[src/ifp_pkg.sv]
// Package: register map, field layout and reset values of the request flag block
package ifp_pkg;

  // ----------------------------------------------------------------
  // Sizes
  // ----------------------------------------------------------------
  localparam int PIN_COUNT   = 8;
  localparam int PRIO_REGS   = 10;
  localparam int FIELD_W     = 4;
  localparam int REG_W       = 16;
  localparam int ADDR_W      = 8;
  localparam int LEVELS_W    = PRIO_REGS * REG_W;

  // ----------------------------------------------------------------
  // Register offsets (word index on the register port)
  // ----------------------------------------------------------------
  localparam logic [7:0] ADDR_FLAGS     = 8'h00;
  localparam logic [7:0] ADDR_PRIO_BASE = 8'h01;
  localparam logic [7:0] ADDR_PRIO_LAST = 8'h0A;
  localparam logic [7:0] ADDR_SENSE     = 8'h0B;
  localparam logic [7:0] ADDR_EDGE      = 8'h0C;
  localparam logic [7:0] ADDR_EVT_STAT  = 8'h0D;
  localparam logic [7:0] ADDR_EVT_CLEAR = 8'h0E;
  localparam logic [7:0] ADDR_EVT_EN    = 8'h0F;

  // ----------------------------------------------------------------
  // Field layout
  // ----------------------------------------------------------------
  localparam int FLAG_TOP_BIT   = 7;
  localparam int RSVD_LSB       = 8;
  localparam int EDGE_TOP_BIT   = 15;

  // Edge select codes
  localparam logic [1:0] EDGE_FALL  = 2'h0;
  localparam logic [1:0] EDGE_RISE  = 2'h1;
  localparam logic [1:0] EDGE_BOTH  = 2'h2;
  localparam logic [1:0] EDGE_NONE  = 2'h3;

  // ----------------------------------------------------------------
  // Reset values
  // ----------------------------------------------------------------
  localparam logic [15:0] RST_PRIO  = 16'h0000;
  localparam logic [7:0]  RST_FLAGS = 8'h00;
  localparam logic [7:0]  RST_SENSE = 8'h00;
  localparam logic [15:0] RST_EDGE  = 16'h0000;
  localparam logic [7:0]  RST_EVT   = 8'h00;
  localparam logic [3:0]  PRIO_OFF  = 4'h0;

endpackage : ifp_pkg

[src/ifp_pin_detect.sv]
// Module: edge and low level detector for one active-low request pin
`timescale 1ns/10ps
`default_nettype none

module ifp_pin_detect #(
  parameter logic IDLE_LEVEL = 1'b1
) (
  // Clock and reset
  input  wire logic       sys_clk,
  input  wire logic       arst_n,
  // Pin and mode
  input  wire logic       pinIn_n,
  input  wire logic [1:0] edgeSel,
  // Detection
  output logic            edgeHit,
  output logic            pinLow
);

  logic prevPin;

  // ----------------------------------------------------------------
  // Previous pin level
  // ----------------------------------------------------------------
  // Idle level at reset so no false edge on release
  always_ff @(posedge sys_clk or negedge arst_n)
  begin
    if (!arst_n)
      prevPin <= IDLE_LEVEL;
    else
      prevPin <= pinIn_n;
  end

  // Edge decode by selected mode
  always_comb
  begin
    pinLow = ~pinIn_n;
    case (edgeSel)
      ifp_pkg::EDGE_FALL: edgeHit = prevPin & ~pinIn_n; // RL14
      ifp_pkg::EDGE_RISE: edgeHit = ~prevPin & pinIn_n; // RL14
      ifp_pkg::EDGE_BOTH: edgeHit = prevPin ^ pinIn_n;  // RL14
      default:            edgeHit = 1'b0;               // RL14
    endcase
  end

  // ----------------------------------------------------------------
  // Checks
  // ----------------------------------------------------------------
  a_edge_prohibited: assert property ( // RL14
    @(posedge sys_clk) disable iff (!arst_n)
    (edgeSel == ifp_pkg::EDGE_NONE) |-> !edgeHit)
    else $error("edge detected under prohibited setting");

  a_edge_falling: assert property ( // RL14
    @(posedge sys_clk) disable iff (!arst_n)
    (edgeSel == ifp_pkg::EDGE_FALL) && $fell(pinIn_n) |-> edgeHit)
    else $error("falling edge missed");

endmodule : ifp_pin_detect

`default_nettype wire

[src/ifp_regs.sv]
// Module: external request flags, priority registers and event interrupt
//
// Behaviour
// RL1: Upper eight bits of the flags register read zero, writes ignored.
// RL2: Software writes zero into the reserved upper flag bits.
// RL3: One flag per pin, pin 0 at bit 7 to pin 7 at bit 0, reset zero.
// RL4: A flag sets when the selected sense or edge condition occurs.
// RL5: Writing zero after reading one clears a flag.
// RL6: Level mode: exception taken while pin high clears the flag.
// RL7: Edge modes: exception taken for the pin clears its flag.
// RL8: Transfer start by a pin with clear-inhibit zero clears its flag.
// RL9: Ten readable and writable 16-bit priority registers.
// RL10: Each priority register holds four 4-bit fields, one per source.
// RL11: Field value is an unsigned level, 0 lowest, 15 highest.
// RL12: Software writes zero into unassigned priority fields.
// RL13: All priority bits read and write and reset to zero.
// RL14: Edge select 00 falling, 01 rising, 10 both, 11 prohibited.
// RL15: Level mode requests only while the pin is low.
// RL16: A source at priority level zero is masked.
// RL17: Writing one, or zero without prior read of one, keeps the flag.
`timescale 1ns/10ps
`default_nettype none

module ifp_regs (
  // Clock and reset
  input  wire logic          sys_clk,
  input  wire logic          arst_n,
  // Register port
  input  wire logic [7:0]    regAddr,
  input  wire logic [15:0]   regWdata,
  input  wire logic          regWr,
  input  wire logic          regRd,
  output logic      [15:0]   regRdata,
  // Request pins, active low
  input  wire logic [7:0]    extRequestPin_n,
  // Exception logic and transfer controller
  input  wire logic [7:0]    excTaken,
  input  wire logic [7:0]    xferStart,
  input  wire logic          xferClearInhibit,
  // Requests and levels to the arbiter
  output logic      [7:0]    pinRequest,
  output logic      [159:0]  priorityLevels,
  // Event interrupt
  output logic               irq
);

  // ----------------------------------------------------------------
  // State
  // ----------------------------------------------------------------
  logic [15:0] prioReg [ifp_pkg::PRIO_REGS];
  logic [7:0]  pinFlag;      // Indexed by pin number
  logic [7:0]  armed;        // Read as one, ready to clear
  logic [7:0]  senseEdge;    // 1 edge mode, 0 low level mode
  logic [15:0] edgeSelect;
  logic [7:0]  evtStat;
  logic [7:0]  evtEn;

  logic [7:0]  edgeHit;
  logic [7:0]  pinLow;
  logic [7:0]  setVec;
  logic [7:0]  hwClr;
  logic [7:0]  swClr;
  logic [7:0]  flagWord;
  logic [7:0]  prioLive;
  logic [7:0]  next_pinFlag;
  logic [7:0]  next_armed;
  logic [7:0]  next_request;
  logic [15:0] next_rdata;

  logic selFlags;
  logic selPrio;
  logic [3:0] prioIdx;

  // ----------------------------------------------------------------
  // Address decode
  // ----------------------------------------------------------------
  assign selFlags = (regAddr == ifp_pkg::ADDR_FLAGS);
  assign selPrio  = (regAddr >= ifp_pkg::ADDR_PRIO_BASE) &&
                    (regAddr <= ifp_pkg::ADDR_PRIO_LAST);
  assign prioIdx  = 4'(regAddr - ifp_pkg::ADDR_PRIO_BASE);

  // ----------------------------------------------------------------
  // Per-pin detectors
  // ----------------------------------------------------------------
  genvar gi;
  generate
    for (gi = 0; gi < ifp_pkg::PIN_COUNT; gi++)
    begin : g_pin
      ifp_pin_detect #(
        .IDLE_LEVEL (1'b1)
      ) u_detect (
        .sys_clk (sys_clk),
        .arst_n  (arst_n),
        .pinIn_n (extRequestPin_n[gi]),
        .edgeSel (edgeSelect[ifp_pkg::EDGE_TOP_BIT-2*gi -: 2]),
        .edgeHit (edgeHit[gi]),
        .pinLow  (pinLow[gi])
      );
    end
  endgenerate

  // ----------------------------------------------------------------
  // Flag set and clear terms
  // ----------------------------------------------------------------
  // Set and clear conditions per pin; pin n maps to word bit 7-n
  always_comb
  begin
    for (int i = 0; i < ifp_pkg::PIN_COUNT; i++)
    begin
      setVec[i] = senseEdge[i] ? edgeHit[i] : pinLow[i]; // RL4 RL15
      hwClr[i]  = (excTaken[i] & (senseEdge[i] | ~pinLow[i])) // RL6 RL7
                | (xferStart[i] & ~xferClearInhibit);         // RL8
      swClr[i]  = regWr & selFlags & armed[i]
                & ~regWdata[ifp_pkg::FLAG_TOP_BIT-i];         // RL5 RL17
      flagWord[ifp_pkg::FLAG_TOP_BIT-i] = pinFlag[i];         // RL3
    end
  end

  // Set wins over every clear
  assign next_pinFlag = setVec | (pinFlag & ~(hwClr | swClr)); // RL4 RL5

  // Arming follows a read of ones; a write to the flags without a read in the same cycle disarms
  always_comb
  begin
    if (regRd && selFlags)
      next_armed = armed | pinFlag;            // RL5
    else if (regWr && selFlags)
      next_armed = 8'h00;                      // RL17
    else
      next_armed = armed & pinFlag;
  end

  // ----------------------------------------------------------------
  // Request flags
  // ----------------------------------------------------------------
  always_ff @(posedge sys_clk or negedge arst_n)
  begin
    if (!arst_n)
      pinFlag <= ifp_pkg::RST_FLAGS;           // RL3
    else
      pinFlag <= next_pinFlag;
  end

  // Arming of the read-then-clear sequence
  always_ff @(posedge sys_clk or negedge arst_n)
  begin
    if (!arst_n)
      armed <= ifp_pkg::RST_FLAGS;
    else
      armed <= next_armed;
  end

  // ----------------------------------------------------------------
  // Priority registers
  // ----------------------------------------------------------------
  always_ff @(posedge sys_clk or negedge arst_n)
  begin
    if (!arst_n)
    begin
      for (int k = 0; k < ifp_pkg::PRIO_REGS; k++)
        prioReg[k] <= ifp_pkg::RST_PRIO;       // RL13
    end
    else if (regWr && selPrio)
      prioReg[prioIdx] <= regWdata;            // RL9 RL10
  end

  // Levels packed for the arbiter, register k at bits 16k+15..16k
  always_comb
  begin
    for (int k = 0; k < ifp_pkg::PRIO_REGS; k++)
      priorityLevels[k*ifp_pkg::REG_W +: ifp_pkg::REG_W] = prioReg[k]; // RL10
  end

  // Pin n uses field 3-(n mod 4) of register n/4; zero masks
  always_comb
  begin
    for (int i = 0; i < ifp_pkg::PIN_COUNT; i++)
      prioLive[i] = prioReg[i/4][(3-(i%4))*ifp_pkg::FIELD_W +: ifp_pkg::FIELD_W]
                    != ifp_pkg::PRIO_OFF;      // RL11 RL16
  end

  // ----------------------------------------------------------------
  // Mode registers
  // ----------------------------------------------------------------
  always_ff @(posedge sys_clk or negedge arst_n)
  begin
    if (!arst_n)
      senseEdge <= ifp_pkg::RST_SENSE;
    else if (regWr && regAddr == ifp_pkg::ADDR_SENSE)
      senseEdge <= regWdata[7:0];
  end

  // Edge select, pin 0 at bits 15-14 down to pin 7 at bits 1-0
  always_ff @(posedge sys_clk or negedge arst_n)
  begin
    if (!arst_n)
      edgeSelect <= ifp_pkg::RST_EDGE;
    else if (regWr && regAddr == ifp_pkg::ADDR_EDGE)
      edgeSelect <= regWdata;                  // RL14
  end

  // ----------------------------------------------------------------
  // Requests to the arbiter
  // ----------------------------------------------------------------
  // Level mode follows the pin; edge mode holds the latched flag
  always_comb
  begin
    for (int i = 0; i < ifp_pkg::PIN_COUNT; i++)
      next_request[i] = (senseEdge[i] ? pinFlag[i] : pinLow[i]) // RL15
                        & prioLive[i];                          // RL16
  end

  always_ff @(posedge sys_clk or negedge arst_n)
  begin
    if (!arst_n)
      pinRequest <= 8'h00;
    else
      pinRequest <= next_request;
  end

  // ----------------------------------------------------------------
  // Event interrupt
  // ----------------------------------------------------------------
  // Sticky event per pin when its flag rises; set beats clear
  always_ff @(posedge sys_clk or negedge arst_n)
  begin
    if (!arst_n)
      evtStat <= ifp_pkg::RST_EVT;
    else if (regWr && regAddr == ifp_pkg::ADDR_EVT_CLEAR)
      evtStat <= (evtStat & ~regWdata[7:0]) | (next_pinFlag & ~pinFlag);
    else
      evtStat <= evtStat | (next_pinFlag & ~pinFlag);
  end

  // Event enable mask
  always_ff @(posedge sys_clk or negedge arst_n)
  begin
    if (!arst_n)
      evtEn <= ifp_pkg::RST_EVT;
    else if (regWr && regAddr == ifp_pkg::ADDR_EVT_EN)
      evtEn <= regWdata[7:0];
  end

  // Level interrupt from enabled sticky events
  always_ff @(posedge sys_clk or negedge arst_n)
  begin
    if (!arst_n)
      irq <= 1'b0;
    else
      irq <= |(evtStat & evtEn);
  end

  // ----------------------------------------------------------------
  // Read data
  // ----------------------------------------------------------------
  // Unmapped and write-only addresses read zero
  always_comb
  begin
    next_rdata = 16'h0000;
    if (selFlags)
      next_rdata = {8'h00, flagWord};          // RL1
    else if (selPrio)
      next_rdata = prioReg[prioIdx];           // RL13
    else if (regAddr == ifp_pkg::ADDR_SENSE)
      next_rdata = {8'h00, senseEdge};
    else if (regAddr == ifp_pkg::ADDR_EDGE)
      next_rdata = edgeSelect;
    else if (regAddr == ifp_pkg::ADDR_EVT_STAT)
      next_rdata = {8'h00, evtStat};
    else if (regAddr == ifp_pkg::ADDR_EVT_EN)
      next_rdata = {8'h00, evtEn};
  end

  // Data valid only in the cycle after the read strobe
  always_ff @(posedge sys_clk or negedge arst_n)
  begin
    if (!arst_n)
      regRdata <= 16'h0000;
    else if (regRd)
      regRdata <= next_rdata;
    else
      regRdata <= 16'h0000;
  end

  // ----------------------------------------------------------------
  // Checks
  // ----------------------------------------------------------------
  a_rsvd_reads_zero: assert property ( // RL1
    @(posedge sys_clk) disable iff (!arst_n)
    regRd && selFlags |=> regRdata[15:8] == 8'h00)
    else $error("reserved flag bits not zero");

  a_flag_readback: assert property ( // RL3
    @(posedge sys_clk) disable iff (!arst_n)
    regRd && selFlags |=> regRdata[0] == $past(pinFlag[7]) &&
                          regRdata[7] == $past(pinFlag[0]))
    else $error("flag bit order wrong");

  a_edge_sets_flag: assert property ( // RL4
    @(posedge sys_clk) disable iff (!arst_n)
    senseEdge[3] && edgeHit[3] |=> pinFlag[3])
    else $error("edge did not set flag");

  a_sw_clear: assert property ( // RL5
    @(posedge sys_clk) disable iff (!arst_n)
    regRd && selFlags && pinFlag[5] ##1
    regWr && selFlags && !regWdata[2] && !setVec[5] |=> !pinFlag[5])
    else $error("read then write zero did not clear");

  a_keep_unarmed: assert property ( // RL17
    @(posedge sys_clk) disable iff (!arst_n)
    pinFlag[2] && !armed[2] && !hwClr[2] |=> pinFlag[2])
    else $error("flag lost without clear sequence");

  a_level_clear: assert property ( // RL6
    @(posedge sys_clk) disable iff (!arst_n)
    !senseEdge[2] && excTaken[2] && !pinLow[2] |=> !pinFlag[2])
    else $error("level flag not cleared on exception");

  a_edge_exc_clear: assert property ( // RL7
    @(posedge sys_clk) disable iff (!arst_n)
    senseEdge[4] && excTaken[4] && !edgeHit[4] |=> !pinFlag[4])
    else $error("edge flag not cleared on exception");

  a_xfer_clear: assert property ( // RL8
    @(posedge sys_clk) disable iff (!arst_n)
    xferStart[6] && !xferClearInhibit && !setVec[6] |=> !pinFlag[6])
    else $error("transfer start did not clear flag");

  a_prio_write_read: assert property ( // RL9
    @(posedge sys_clk) disable iff (!arst_n)
    regWr && selPrio ##1 regRd && $stable(regAddr) |=>
    regRdata == $past(regWdata, 2))
    else $error("priority register readback wrong");

  a_level_request: assert property ( // RL15
    @(posedge sys_clk) disable iff (!arst_n)
    !senseEdge[2] && prioLive[2] |=> pinRequest[2] == $past(pinLow[2]))
    else $error("level request does not follow pin");

  a_masked_source: assert property ( // RL16
    @(posedge sys_clk) disable iff (!arst_n)
    prioReg[1][3:0] == 4'h0 |=> !pinRequest[7])
    else $error("level zero source requested");

  a_irq_level: assert property (
    @(posedge sys_clk) disable iff (!arst_n)
    ##1 irq == $past(|(evtStat & evtEn)))
    else $error("interrupt does not follow enabled events");

endmodule : ifp_regs

`default_nettype wire

[config.mk]
export PLATFORM = sky130hd
export DESIGN_NAME = ifp_regs
export DESIGN_NICKNAME = d
export VERILOG_FILES = /design/src/ifp_pkg.sv /design/src/ifp_pin_detect.sv /design/src/ifp_regs.sv
export SDC_FILE = /design/constraint.sdc
export NUM_CORES = 1
export LEC_CHECK = 0
export BUFFER_PORTS_ARGS = -buffer_cell sky130_fd_sc_hd__buf_4
export CAP_MARGIN = 0
export CORE_MARGIN = 4
export CORE_UTILIZATION = 40
export DETAILED_ROUTE_END_ITERATION = 16
export GPL_ROUTABILITY_DRIVEN = 0
export PLACE_DENSITY = 0.72
export SLEW_MARGIN = 20
export SYNTH_ARGS = -nofsm -noshare
export SYNTH_HDL_FRONTEND = slang
export SYNTH_SLANG_ARGS = --single-unit
[constraint.sdc]
create_clock -name sys_clk -period 3.55 [get_ports sys_clk]
set_clock_uncertainty 0.05 [all_clocks]
set_input_delay 0.71 -clock sys_clk [delete_from_list [all_inputs] [get_ports sys_clk]]
set_output_delay 0.71 -clock sys_clk [all_outputs]
set_load 0.03 [all_outputs]
Word level (Yosys, flattened, before mapping)
Index checks and enable logic that the tools add are counted.
W data, S select, Z words.
{"block": "word_totals", "out_inout_bits": 185, "word_cells": 240, "register_bits": 249}
{"block": "op_classes", "n_reduce_logical": 27, "muxes": 40, "magnitude_cmp": 4, "add_sub_neg": 1, "bitwise": 120, "eq_ne": 21}
{"op": "$bwmux W160", "n": 1}
{"op": "$mux W16", "n": 8}
{"op": "$bmux W16 S4", "n": 1}
{"op": "$demux W16 S4", "n": 1}
{"op": "$and A1 B1 Y1", "n": 57}
{"op": "$and A8 B8 Y8", "n": 5}
{"op": "$eq A8 B4 Y1 const B", "n": 5}
{"op": "$mux W8", "n": 5}
{"op": "$or A8 B8 Y8", "n": 5}
{"op": "$reduce_bool A4 Y1", "n": 8}
{"op": "$not A1 Y1", "n": 25}
{"op": "$not A8 Y8", "n": 3}
{"op": "$pmux W1 S3", "n": 8}
{"op": "$eq A2 B1 Y1 const B", "n": 8}
{"op": "$eq A2 B2 Y1 const B", "n": 8}
{"op": "$logic_not A2 Y1", "n": 8}
{"op": "$mux W1", "n": 16}
{"op": "$or A1 B1 Y1", "n": 16}
{"op": "$logic_and A1 B1 Y1", "n": 9}
{"op": "$ge A8 B1 Y1 const B", "n": 1}
{"op": "$le A8 B4 Y1 const B", "n": 1}
{"op": "$logic_not A8 Y1", "n": 1}
{"op": "$reduce_or A8 Y1", "n": 1}
{"op": "$xor A1 B1 Y1", "n": 8}
{"op": "4 further kinds", "n": 4}

Longest topological paths before layout
Gate-level depths: netlist of the first run.
{"block": "logic_depth", "ltp_word": 11, "ltp_mapped": 11, "depth_no_buf": 6}

By module
Synthesis of the first run repeated with hierarchy kept, for this count alone.
{"block": "hier_totals", "hier_cells": 956, "hier_area_um2": 11970.2}
{"module": "ifp_regs", "seq_area_each_um2": 6030.8, "cells_per_inst": 892, "instances": 1, "area_per_inst_um2": 11319.6}
{"module": "ifp_pin_detect", "seq_area_each_um2": 26.3, "cells_per_inst": 8, "instances": 8, "area_per_inst_um2": 81.3}

Least setup slack after synthesis of the first run
No wires, ideal clock.
{"block": "synth_path", "kind": "in2reg", "startpoint": "in regAddr[0]", "endpoint": "reg prioReg (netlist bit priorityLevels[101])", "setup_ps": 128, "stages": 11, "n_path_buf": 5, "arrival_ps": 3515, "path_slack_ps": -142, "required_ps": 3372, "cell_sequence": "clkbuf_1 -> buf_2 -> buf_1 -> inv_1 -> ha_1 -> nand2b_1 -> buf_1 -> a2bb2oi_4 -> nor4_4 -> buf_6 -> mux2_1"}
{"block": "synth_via", "elab_chain_cells": 7, "elab_cells_between_ends": 12, "cone_classes": "1 x add/sub; 4 x order compare; 3 x mux; 1 x bitwise; 3 x reduce/logical"}
{"element": "start: declaration", "line_no": "ifp_regs.sv:29", "rtl": "input wire logic [7:0] regAddr,"}
{"element": "$sub A4 B1 Y4", "line_no": "ifp_regs.sv:80", "rtl": "assign prioIdx = 4'(regAddr - ifp_pkg::ADDR_PRIO_BASE);"}
{"element": "$not A4 Y5 (not written as such)", "line_no": "ifp_regs.sv:164", "rtl": "prioReg[prioIdx] <= regWdata;"}
{"element": "$ge A5 B5 Y1 (not written as such) / $lt A5 B1 Y1 (equally long branches)", "line_no": "ifp_regs.sv:164"}
{"element": "$logic_and A1 B1 Y1 (not written as such)", "line_no": "ifp_regs.sv:164"}
{"element": "$mux W16 (not written as such)", "line_no": "ifp_regs.sv:164"}
{"element": "$demux W16 S4", "line_no": "ifp_regs.sv:164"}
{"element": "$bwmux W160", "line_no": "ifp_regs.sv:164"}
{"element": "end signal: indexed assignment", "line_no": "ifp_regs.sv:161", "rtl": "prioReg[k] <= ifp_pkg::RST_PRIO;"}
{"element": "end signal: indexed assignment", "line_no": "ifp_regs.sv:164"}
{"element": "end: declaration", "line_no": "ifp_regs.sv:50", "rtl": "logic [15:0] prioReg [ifp_pkg::PRIO_REGS];"}
Several ways; a longest one is shown, not always the timed one.
A chain may end at the register's enable or synchronous reset.

Worst setup path in the final report of the first run
{"block": "layout_path", "startpoint": "in regAddr[0]", "endpoint": "reg regRdata[2]"}
{"block": "layout_via", "elab_chain_cells": 8, "elab_cells_between_ends": 20, "cone_classes": "1 x add/sub; 2 x order compare; 4 x eq/ne; 10 x mux; 1 x bitwise; 2 x reduce/logical"}
{"element": "$sub A4 B1 Y4 / $eq A8 B4 Y1 (equally long branches)", "line_no": "ifp_regs.sv:80, ifp_regs.sv:270"}
{"element": "$not A4 Y5 (not written as such) / $mux W8 (equally long branches)", "line_no": "ifp_regs.sv:263, ifp_regs.sv:270"}
{"element": "$bmux W16 S4 / $mux W8 (equally long branches)", "line_no": "ifp_regs.sv:263, ifp_regs.sv:268"}
{"element": "$mux W16 (on tied branches)", "line_no": "ifp_regs.sv:263, ifp_regs.sv:266"}
{"element": "$mux W16 (on tied branches)", "line_no": "ifp_regs.sv:263, ifp_regs.sv:264"}
{"element": "$mux W16", "line_no": "ifp_regs.sv:262", "rtl": "else if (selPrio)"}
{"element": "$mux W16 *", "line_no": "ifp_regs.sv:260", "rtl": "if (selFlags)"}
{"element": "$mux W16 *", "line_no": "ifp_regs.sv:279", "rtl": "else if (regRd)"}
{"element": "end signal: assignment", "line_no": "ifp_regs.sv:280", "rtl": "regRdata <= next_rdata;"}
{"element": "end: declaration", "line_no": "ifp_regs.sv:33", "rtl": "output logic [15:0] regRdata,"}
Mark *: on every way between the ends. The rest lies on a longest branch, timed or not. The select of a mux whose other input is x is not followed.

==> flow_summary_export.csv, run 1 <==
group,metric,value,unit
run_status,status,"completed",
power,post-layout-total-power,6.84,mW
clock_network,maximum_clock_path_buffer_count,3,
yosys,synth_enable_flop_cells,0,
setup_path,criticalPathCategory,"in2reg",
global_route,maximum_number_of_pins_on_one_net_before_global_route_repair,84,
power,power.density,446,nW/um^2
cells_and_area,largest_reg_flops,160,
floorplan,fp.dieH,182,um
cells_and_area,layoutNonFillerInstCount,1563,
clock_network,ctsHtreeMaxLevel,1,
yosys,ys_seq_area_share,51.4,%
yosys,mappedNetlistArea,12200,sq um
detailed_routing,postRouteWirelength,37300,um
yosys,synth_fp_nets,989,
cells_and_area,syn2layout_area_growth,26.2,%
yosys,ys_ff_latch,249,
setup_path,r2r_slack,1.74,ns
place,dp_cells,1511,
clock_network,clk_root_buffer_cell,"clkbuf_16",
setup_path,nature_of_the_critical_path_startpoint,"input pin",
setup_path,cp-endpoint,"regRdata[2]$_DFF_PN0_",
yosys,ys_top_cells_by_area,"dfrtp_1, mux2_2, mux2_1",
floorplan,die-area,33200,sq um
setup_path,ff2ff_path_depth,4,
setup_path,worst_setup_path_end_kind,"register",
setup_path,r2r_start,"priorityLevels[18]$_DFFE_PN0P_",
setup_path,critical-path-top-cell-by-count,"buf_4",
yosys,synth_area_leader_cell,"dfrtp_1",
clock_network,cts_resized,0,
clock_network,post_cts_hold_buffer_count,0,
floorplan,fp-row-count,63,
setup_path,cp_cell_sequence,"buf_4 > inv_1 > ha_1 > nor3b_1 > and3b_1 > buf_4 > nand4b_1 > o2111ai_1",
floorplan,io_pins,238,
sta,slew_headroom,32.2,%
detailed_routing,detail_route.drc_violations,0,
setup_path,worst-endpoint-required,3.88,ns
global_route,globalRouteTotalUtil,21.9,%
yosys,yosysTopAreaCellShare,49.6,%
detailed_routing,detail_route.iter0.violations,640,
clock_network,insertion_delay,0.54,ns
sta,final-max-slew-violation-count,0,
detailed_routing,first_pass_iters,5,
yosys,syn-instance-count,915,
clock_network,tritoncts,"built",
place,dp_hpwl,27000,um
cells_and_area,layout_nets,1225,
yosys,postSynth.asyncResetShare,100,%
clock_network,tritoncts_num_sinks,249,
cells_and_area,post-route-cell-area,15300,sq um
yosys,synth-main-ff-cell,"dfrtp_1",
setup_path,cp_max_stage_cell,"o2111ai_1",
power,total_leakage_power,7.64,nW
sta,setup_tns,0,ns
place,detailedPlace.worstSlack,0.466,ns
global_route,grt_first_pass_wirelength,56200,um
setup_path,critPathMaxFanout,15,
sta,rsz0062_at_grt,"no",
floorplan,initial_utilization,40.8,%
yosys,syn_area_per_cell,13.3,sq um
sta,finalCriticalPeriod,2.70,ns
global_route,grt_pass1_vias,9070,
sta,timing.final.ws_setup,0.848,ns
power,vdd.ir_drop.worst,0.263,mV
setup_path,arrival,3.03,ns
setup_path,critPathMaxStageDelay,0.62,ns
detailed_routing,routed-via-count,8843,
floorplan,die_x,182,um
clock_network,cts_post_setup_buffers_inserted,0,
sta,layout_worst_path_cycle_share,76.1,%
sta,achievable-frequency,370,MHz
sta,tightest_slew,1.01,ns
place,dpl-instance-area,14400,sq um
detailed_routing,number_of_nets_still_failing_antenna_checks_after_routing,0,
clock_network,cts_made_buffers,28,
flow_run,timing.max_cap.violations,0,
detailed_routing,wire_per_inst,23.9,um
min_path,hold_path.class,"in2async",
setup_path,regToRegEndpoint,"regRdata[2]$_DFF_PN0_",
yosys,synth-warning-count,0,
setup_path,timing.critical_path.from,"regAddr[0]",
global_route,globalRoute.totalOverflow,0,
global_route,number_of_antenna_violations_at_the_first_check_in_global_routing,0,
yosys,netlist-cell-type-count,53,
sta,hold_viol_final,0,
place,place.port_buffers,237,
sta,finalSetupViolations,0,
floorplan,placeableCoreArea,29800,sq um
clock_network,clkTransAtPathRegs,0.06,ns
detailed_routing,routed_via_density,5.66,
cells_and_area,drive_above_1_share,41.6,%
==> synthesized netlist by cell type, types with 4 or more instances <==
cell	number
a21o_1	4
a21oi_1	32
a221oi_1	8
a22o_1	8
a22oi_1	4
a31oi_1	6
a41o_1	7
buf_1	13
buf_2	11
buf_6	8
clkbuf_1	26
dfrtp_1	241
dfstp_2	8
ha_1	21
inv_1	41
mux2_1	80
mux2_2	122
mux2i_1	23
mux4_2	32
nand2_1	41
nand2b_1	16
nand3_1	8
nand3b_1	19
nand4_1	10
nor2_1	23
nor2b_1	7
nor4_1	8
nor4_4	9
o2111ai_1	8
o21ai_0	22
o221ai_1	15
==> critical path, delay by kind of cell <==
family                     cells  cell delay [ns]
buffers and inverters          3             0.55
AOI/OAI and AO/OA              1             0.62
adders and majority gates      1             0.23
and+or+nand+nor                3             0.91
==> how the worst min path moves through the flow <==
stage / start / slack, ns / endpoint
floorplan: arst_n / 0.36 / armed[0]$_DFF_PN0_
global placement: armed[7]$_DFF_PN0_ / 0.43 / armed[7]$_DFF_PN0_
global route: arst_n / 0.15 / priorityLevels[142]$_DFFE_PN0P_
finish: arst_n / 0.11 / priorityLevels[141]$_DFFE_PN0P_
CTS: arst_n / 0.14 / regRdata[14]$_DFF_PN0_
detailed placement: armed[1]$_DFF_PN0_ / 0.44 / armed[1]$_DFF_PN0_
==> cell usage in the layout, fill, tap and decap left out, types with 8 or more instances in the layout <==
cell and n:
a21oi_1 32, a221oi_1 8, a22o_1 8, buf_4 264, clkbuf_1 8, clkbuf_16 28, clkbuf_8 8, dfrtp_1 241
dfstp_2 8, ha_1 21, inv_1 41, mux2_1 80, mux2_2 122, mux2i_1 23, mux4_2 32, nand2_1 41
nand2b_1 16, nand3_1 8, nand3b_1 19, nand4_1 10, nor2_1 23, nor4_1 8, nor4_4 9, o2111ai_1 8
o21ai_0 22, o221ai_1 15
==> through the flow <==
stage / utilization, % / hold WS (ns)
floorplan: - / 0.364
global placement: 48.2 / 0.432
detailed placement: 48.2 / 0.443
CTS: 51.5 / 0.140
global route: 51.5 / 0.153
finish: 51.5 / 0.110
==> cell type report <==
cell class / count / area, sq um
fillers: 2584 / 14500
flip-flops and latches: 249 / 6240
multi-input cells: 564 / 5450
repair buffers: 267 / 2040
clock buffers: 44 / 841
well taps: 390 / 488
inverters: 41 / 154
clock inverters: 7 / 121
diodes: 1 / 2.50
==> routing by layer <==
layer	vias to the layer above	routed length, um	GRT usage [%]
met5	-	0	0
met4	0	908	5.22
met3	59	2390	4.01
met2	337	17800	35.7
met1	4600	16300	30.6
li1	3847	-	-
==> cell families after synthesis <==
family / after synthesis / share of synthesized area, %
flops: 249 / 51.4
buf+inv: 102 / 3.85
fa+ha+maj: 21 / 2.16
mux: 257 / 26.5
compound gates: 121 / 7.05
simple gates: 160 / 8.51
xor+xnor: 5 / 0.515
==> report_power, final <==
part,leakage [nW],internal [mW],switching [mW]
clock network,0.473,1.84,1.14
registers,3.36,2.94,0.0988
logic,3.81,0.313,0.504
Note: power is estimated with default switching activity, not from simulation.
==> run 2: changes to the inputs <==
--- a/config.mk
+++ b/config.mk
@@ -11,7 +11,7 @@
 export CORE_UTILIZATION = 40
 export DETAILED_ROUTE_END_ITERATION = 16
 export GPL_ROUTABILITY_DRIVEN = 0
-export PLACE_DENSITY = 0.72
+export PLACE_DENSITY = 0.74
 export SLEW_MARGIN = 20
 export SYNTH_ARGS = -nofsm -noshare
 export SYNTH_HDL_FRONTEND = slang
==> constraint.sdc (replaced) <==
create_clock -name sys_clk -period 2.3 [get_ports sys_clk]
set_clock_uncertainty 0.05 [all_clocks]
set_input_delay 0.46 -clock sys_clk [delete_from_list [all_inputs] [get_ports sys_clk]]
set_output_delay 0.46 -clock sys_clk [all_outputs]
set_load 0.03 [all_outputs]
==> flow_summary_export.csv, run 2 (synthesized netlist as in run 1, its figures left out) <==
group,metric,value,unit
run_status,status,"completed",
cells_and_area,final_common_cell,"buf_4",
setup_path,crit_family,"buffers and inverters",
cells_and_area,syn2layout_area_growth,31.1,%
cells_and_area,drive_above_1_share,45.0,%
cells_and_area,layout.area.seq,6240,sq um
setup_path,arrival,2.54,ns
cells_and_area,multiInputGateArea,5540,sq um
global_route,globalRouteTotalUtil,22.6,%
sta,timing.final.ws_setup,0.125,ns
sta,setup_tns,0,ns
clock_network,ctsHtreeMaxLevel,1,
detailed_routing,detail_route.drc_violations,0,
power,combinationalPowerShare,12.8,%
floorplan,fp.dieH,182,um
place,detailedPlace.worstSlack,-0.572,ns
cells_and_area,layoutNonFillerInstCount,1611,
clock_network,tritoncts,"built",
detailed_routing,number_of_nets_still_failing_antenna_checks_after_routing,0,
power,cell_internal_pwr,7.75,mW
clock_network,tritoncts_num_sinks,249,
power,pwr-share-clk,42.5,%
detailed_routing,routed-via-count,9060,
place,dp_hpwl,27900,um
flow_run,timing.max_cap.violations,0,
setup_path,cp_cell_sequence,"buf_4 > inv_1 > buf_4 > ha_1 > buf_4 > nor3b_2 > and3b_1 > nand4b_1 > buf_4 > o211ai_1",
cells_and_area,most-common-layout-cells,"buf_4, dfrtp_1, mux2_2, mux2_1, inv_1",
global_route,globalRoute.totalOverflow,0,
sta,finalSetupViolations,0,
setup_path,critPathMaxFanout,20,
setup_path,critPathMaxStageDelay,0.31,ns
floorplan,die_x,182,um
cells_and_area,post-route-cell-area,15900,sq um
detailed_routing,routed_via_density,5.62,
floorplan,fp-row-count,63,
floorplan,io_pins,238,
clock_network,cts_made_buffers,27,
sta,tightest_slew,0.807,ns
detailed_routing,postRouteWirelength,38200,um
cells_and_area,antenna-diode-count,0,
setup_path,nature_of_the_critical_path_startpoint,"input pin",
power,power.density,660,nW/um^2
sta,layout_worst_path_cycle_share,94.6,%
setup_path,critical-path-top-cell-by-count,"buf_4",
power,power.switching,2.77,mW
floorplan,initial_utilization,40.8,%
min_path,hold_path.class,"in2reg",
power,post-layout-total-power,10.5,mW
place,dp_cells,1552,
detailed_routing,first_pass_iters,5,
clock_network,insertion_delay,0.55,ns
clock_network,clk_root_buffer_cell,"clkbuf_16",
global_route,grt_first_pass_wirelength,58200,um
power,power_switching_share,26.3,%
floorplan,placeableCoreArea,29800,sq um
setup_path,worst_setup_path_end_kind,"register",
sta,slew_headroom,45.7,%
cells_and_area,layout_nets,1274,
cells_and_area,finalCoreUtilization,53.5,%
power,total_leakage_power,7.89,nW
setup_path,r2r_slack,0.48,ns
cells_and_area,largest_reg_flops,160,
sta,achievable-frequency,460,MHz
place,place.port_buffers,237,
sta,rsz0062_at_grt,"no",
sta,final-max-slew-violation-count,0,
detailed_routing,detail_route.iter0.violations,711,
setup_path,criticalPathCategory,"in2reg",
place,dpl-instance-area,14900,sq um
power,sequentialPowerShare,44.7,%
floorplan,die-area,33200,sq um
clock_network,clkTransAtPathRegs,0.06,ns
global_route,grt_pass1_vias,9558,
sta,hold_viol_final,0,
sta,whs,0.0191,ns
setup_path,worst_path_buffer_plus_inverter_count,5,
detailed_routing,wire_per_inst,23.7,um
sta,finalCriticalPeriod,2.17,ns
cells_and_area,fillers,2500,
setup_path,cp_max_stage_cell,"o211ai_1",
global_route,number_of_antenna_violations_at_the_first_check_in_global_routing,0,
power,vdd.ir_drop.worst,0.555,mV
clock_network,maximum_clock_path_buffer_count,3,
global_route,maximum_number_of_pins_on_one_net_before_global_route_repair,61,
setup_path,worst-endpoint-required,2.66,ns
==> run 2: changes by cell type in the layout (fill, tap and decap cells not counted), moves of 2 or more <==
cell           previous run  this run
ha_4                      0         2
ha_1                     21        19
clkbuf_1                  8         6
buf_12                    2        13
clkbuf_8                  8        10
mux2_4                    0        12
clkinvlp_4                0         3
buf_4                   264       294
mux2_1                   80        70
nand2_2                   0         3
dlygate4sd3_1             0         6
mux2_2                  122       120
nand2_1                  41        38
==> run 2: final timing paths <==
path / startpoint / endpoint / cells past startpoint
setup / recovery: regAddr[1] / regRdata[9]$_DFF_PN0_ / 10
hold / removal: extRequestPin_n[2] / g_pin[2].u_detect.prevPin$_DFF_PN1_ / 1
setup reg to reg: priorityLevels[68]$_DFFE_PN0P_ / regRdata[4]$_DFF_PN0_ / 4
hold reg to reg: priorityLevels[107]$_DFFE_PN0P_ / priorityLevels[107]$_DFFE_PN0P_ / 1
max in group asynchronous: arst_n / g_pin[7].u_detect.prevPin$_DFF_PN1_ / 3
min in group asynchronous: arst_n / pinFlag[6]$_DFF_PN0_ / 2
==> run 2: routing by layer <==
layer  GRT usage [%]  up-vias  wire length, um
met2            37.6      385            18600
met1            30.5     4658            15900
li1                -     3944                -
met5               0        -                0
met3            4.46       73             2740
met4            5.82        0              996
==> run 2: area by class of cell <==
| class | count | area share, % |
|---|---|---|
| Sequential cell | 249 | 39.2 |
| Multi-Input combinational cell | 564 | 34.7 |
| Timing Repair Buffer | 317 | 16.2 |
| Clock buffer | 41 | 5.07 |
| Tap cell | 390 | 3.06 |
| Inverter | 41 | 1.01 |
| Clock inverter | 9 | 0.738 |
==> run 2: power by group through the flow <==
stage	logic (mW)	clock network (mW)	registers, mW
detailed placement	1.34	0	4.78
global route	1.44	4.71	4.72
CTS	1.36	4.51	4.70
floorplan	0.527	0	4.94
finish	1.35	4.47	4.70
global placement	1.31	0	4.77
==> run 2: timing repair <==
item,4_1_cts,5_1_grt
buffers inserted,1,0
hold buffers,6,0
setup endpoints to repair,15,0
endpoints found under the hold margin,49,0
gates resized for setup,0,0
==> run 2: worst register-to-register path, cell delays in order (launching register included) <==
cell and delay [ns]:
dfrtp_1 0.41, mux4_2 0.50, mux2_2 0.31, nand4_1 0.18, o2111ai_1 0.19
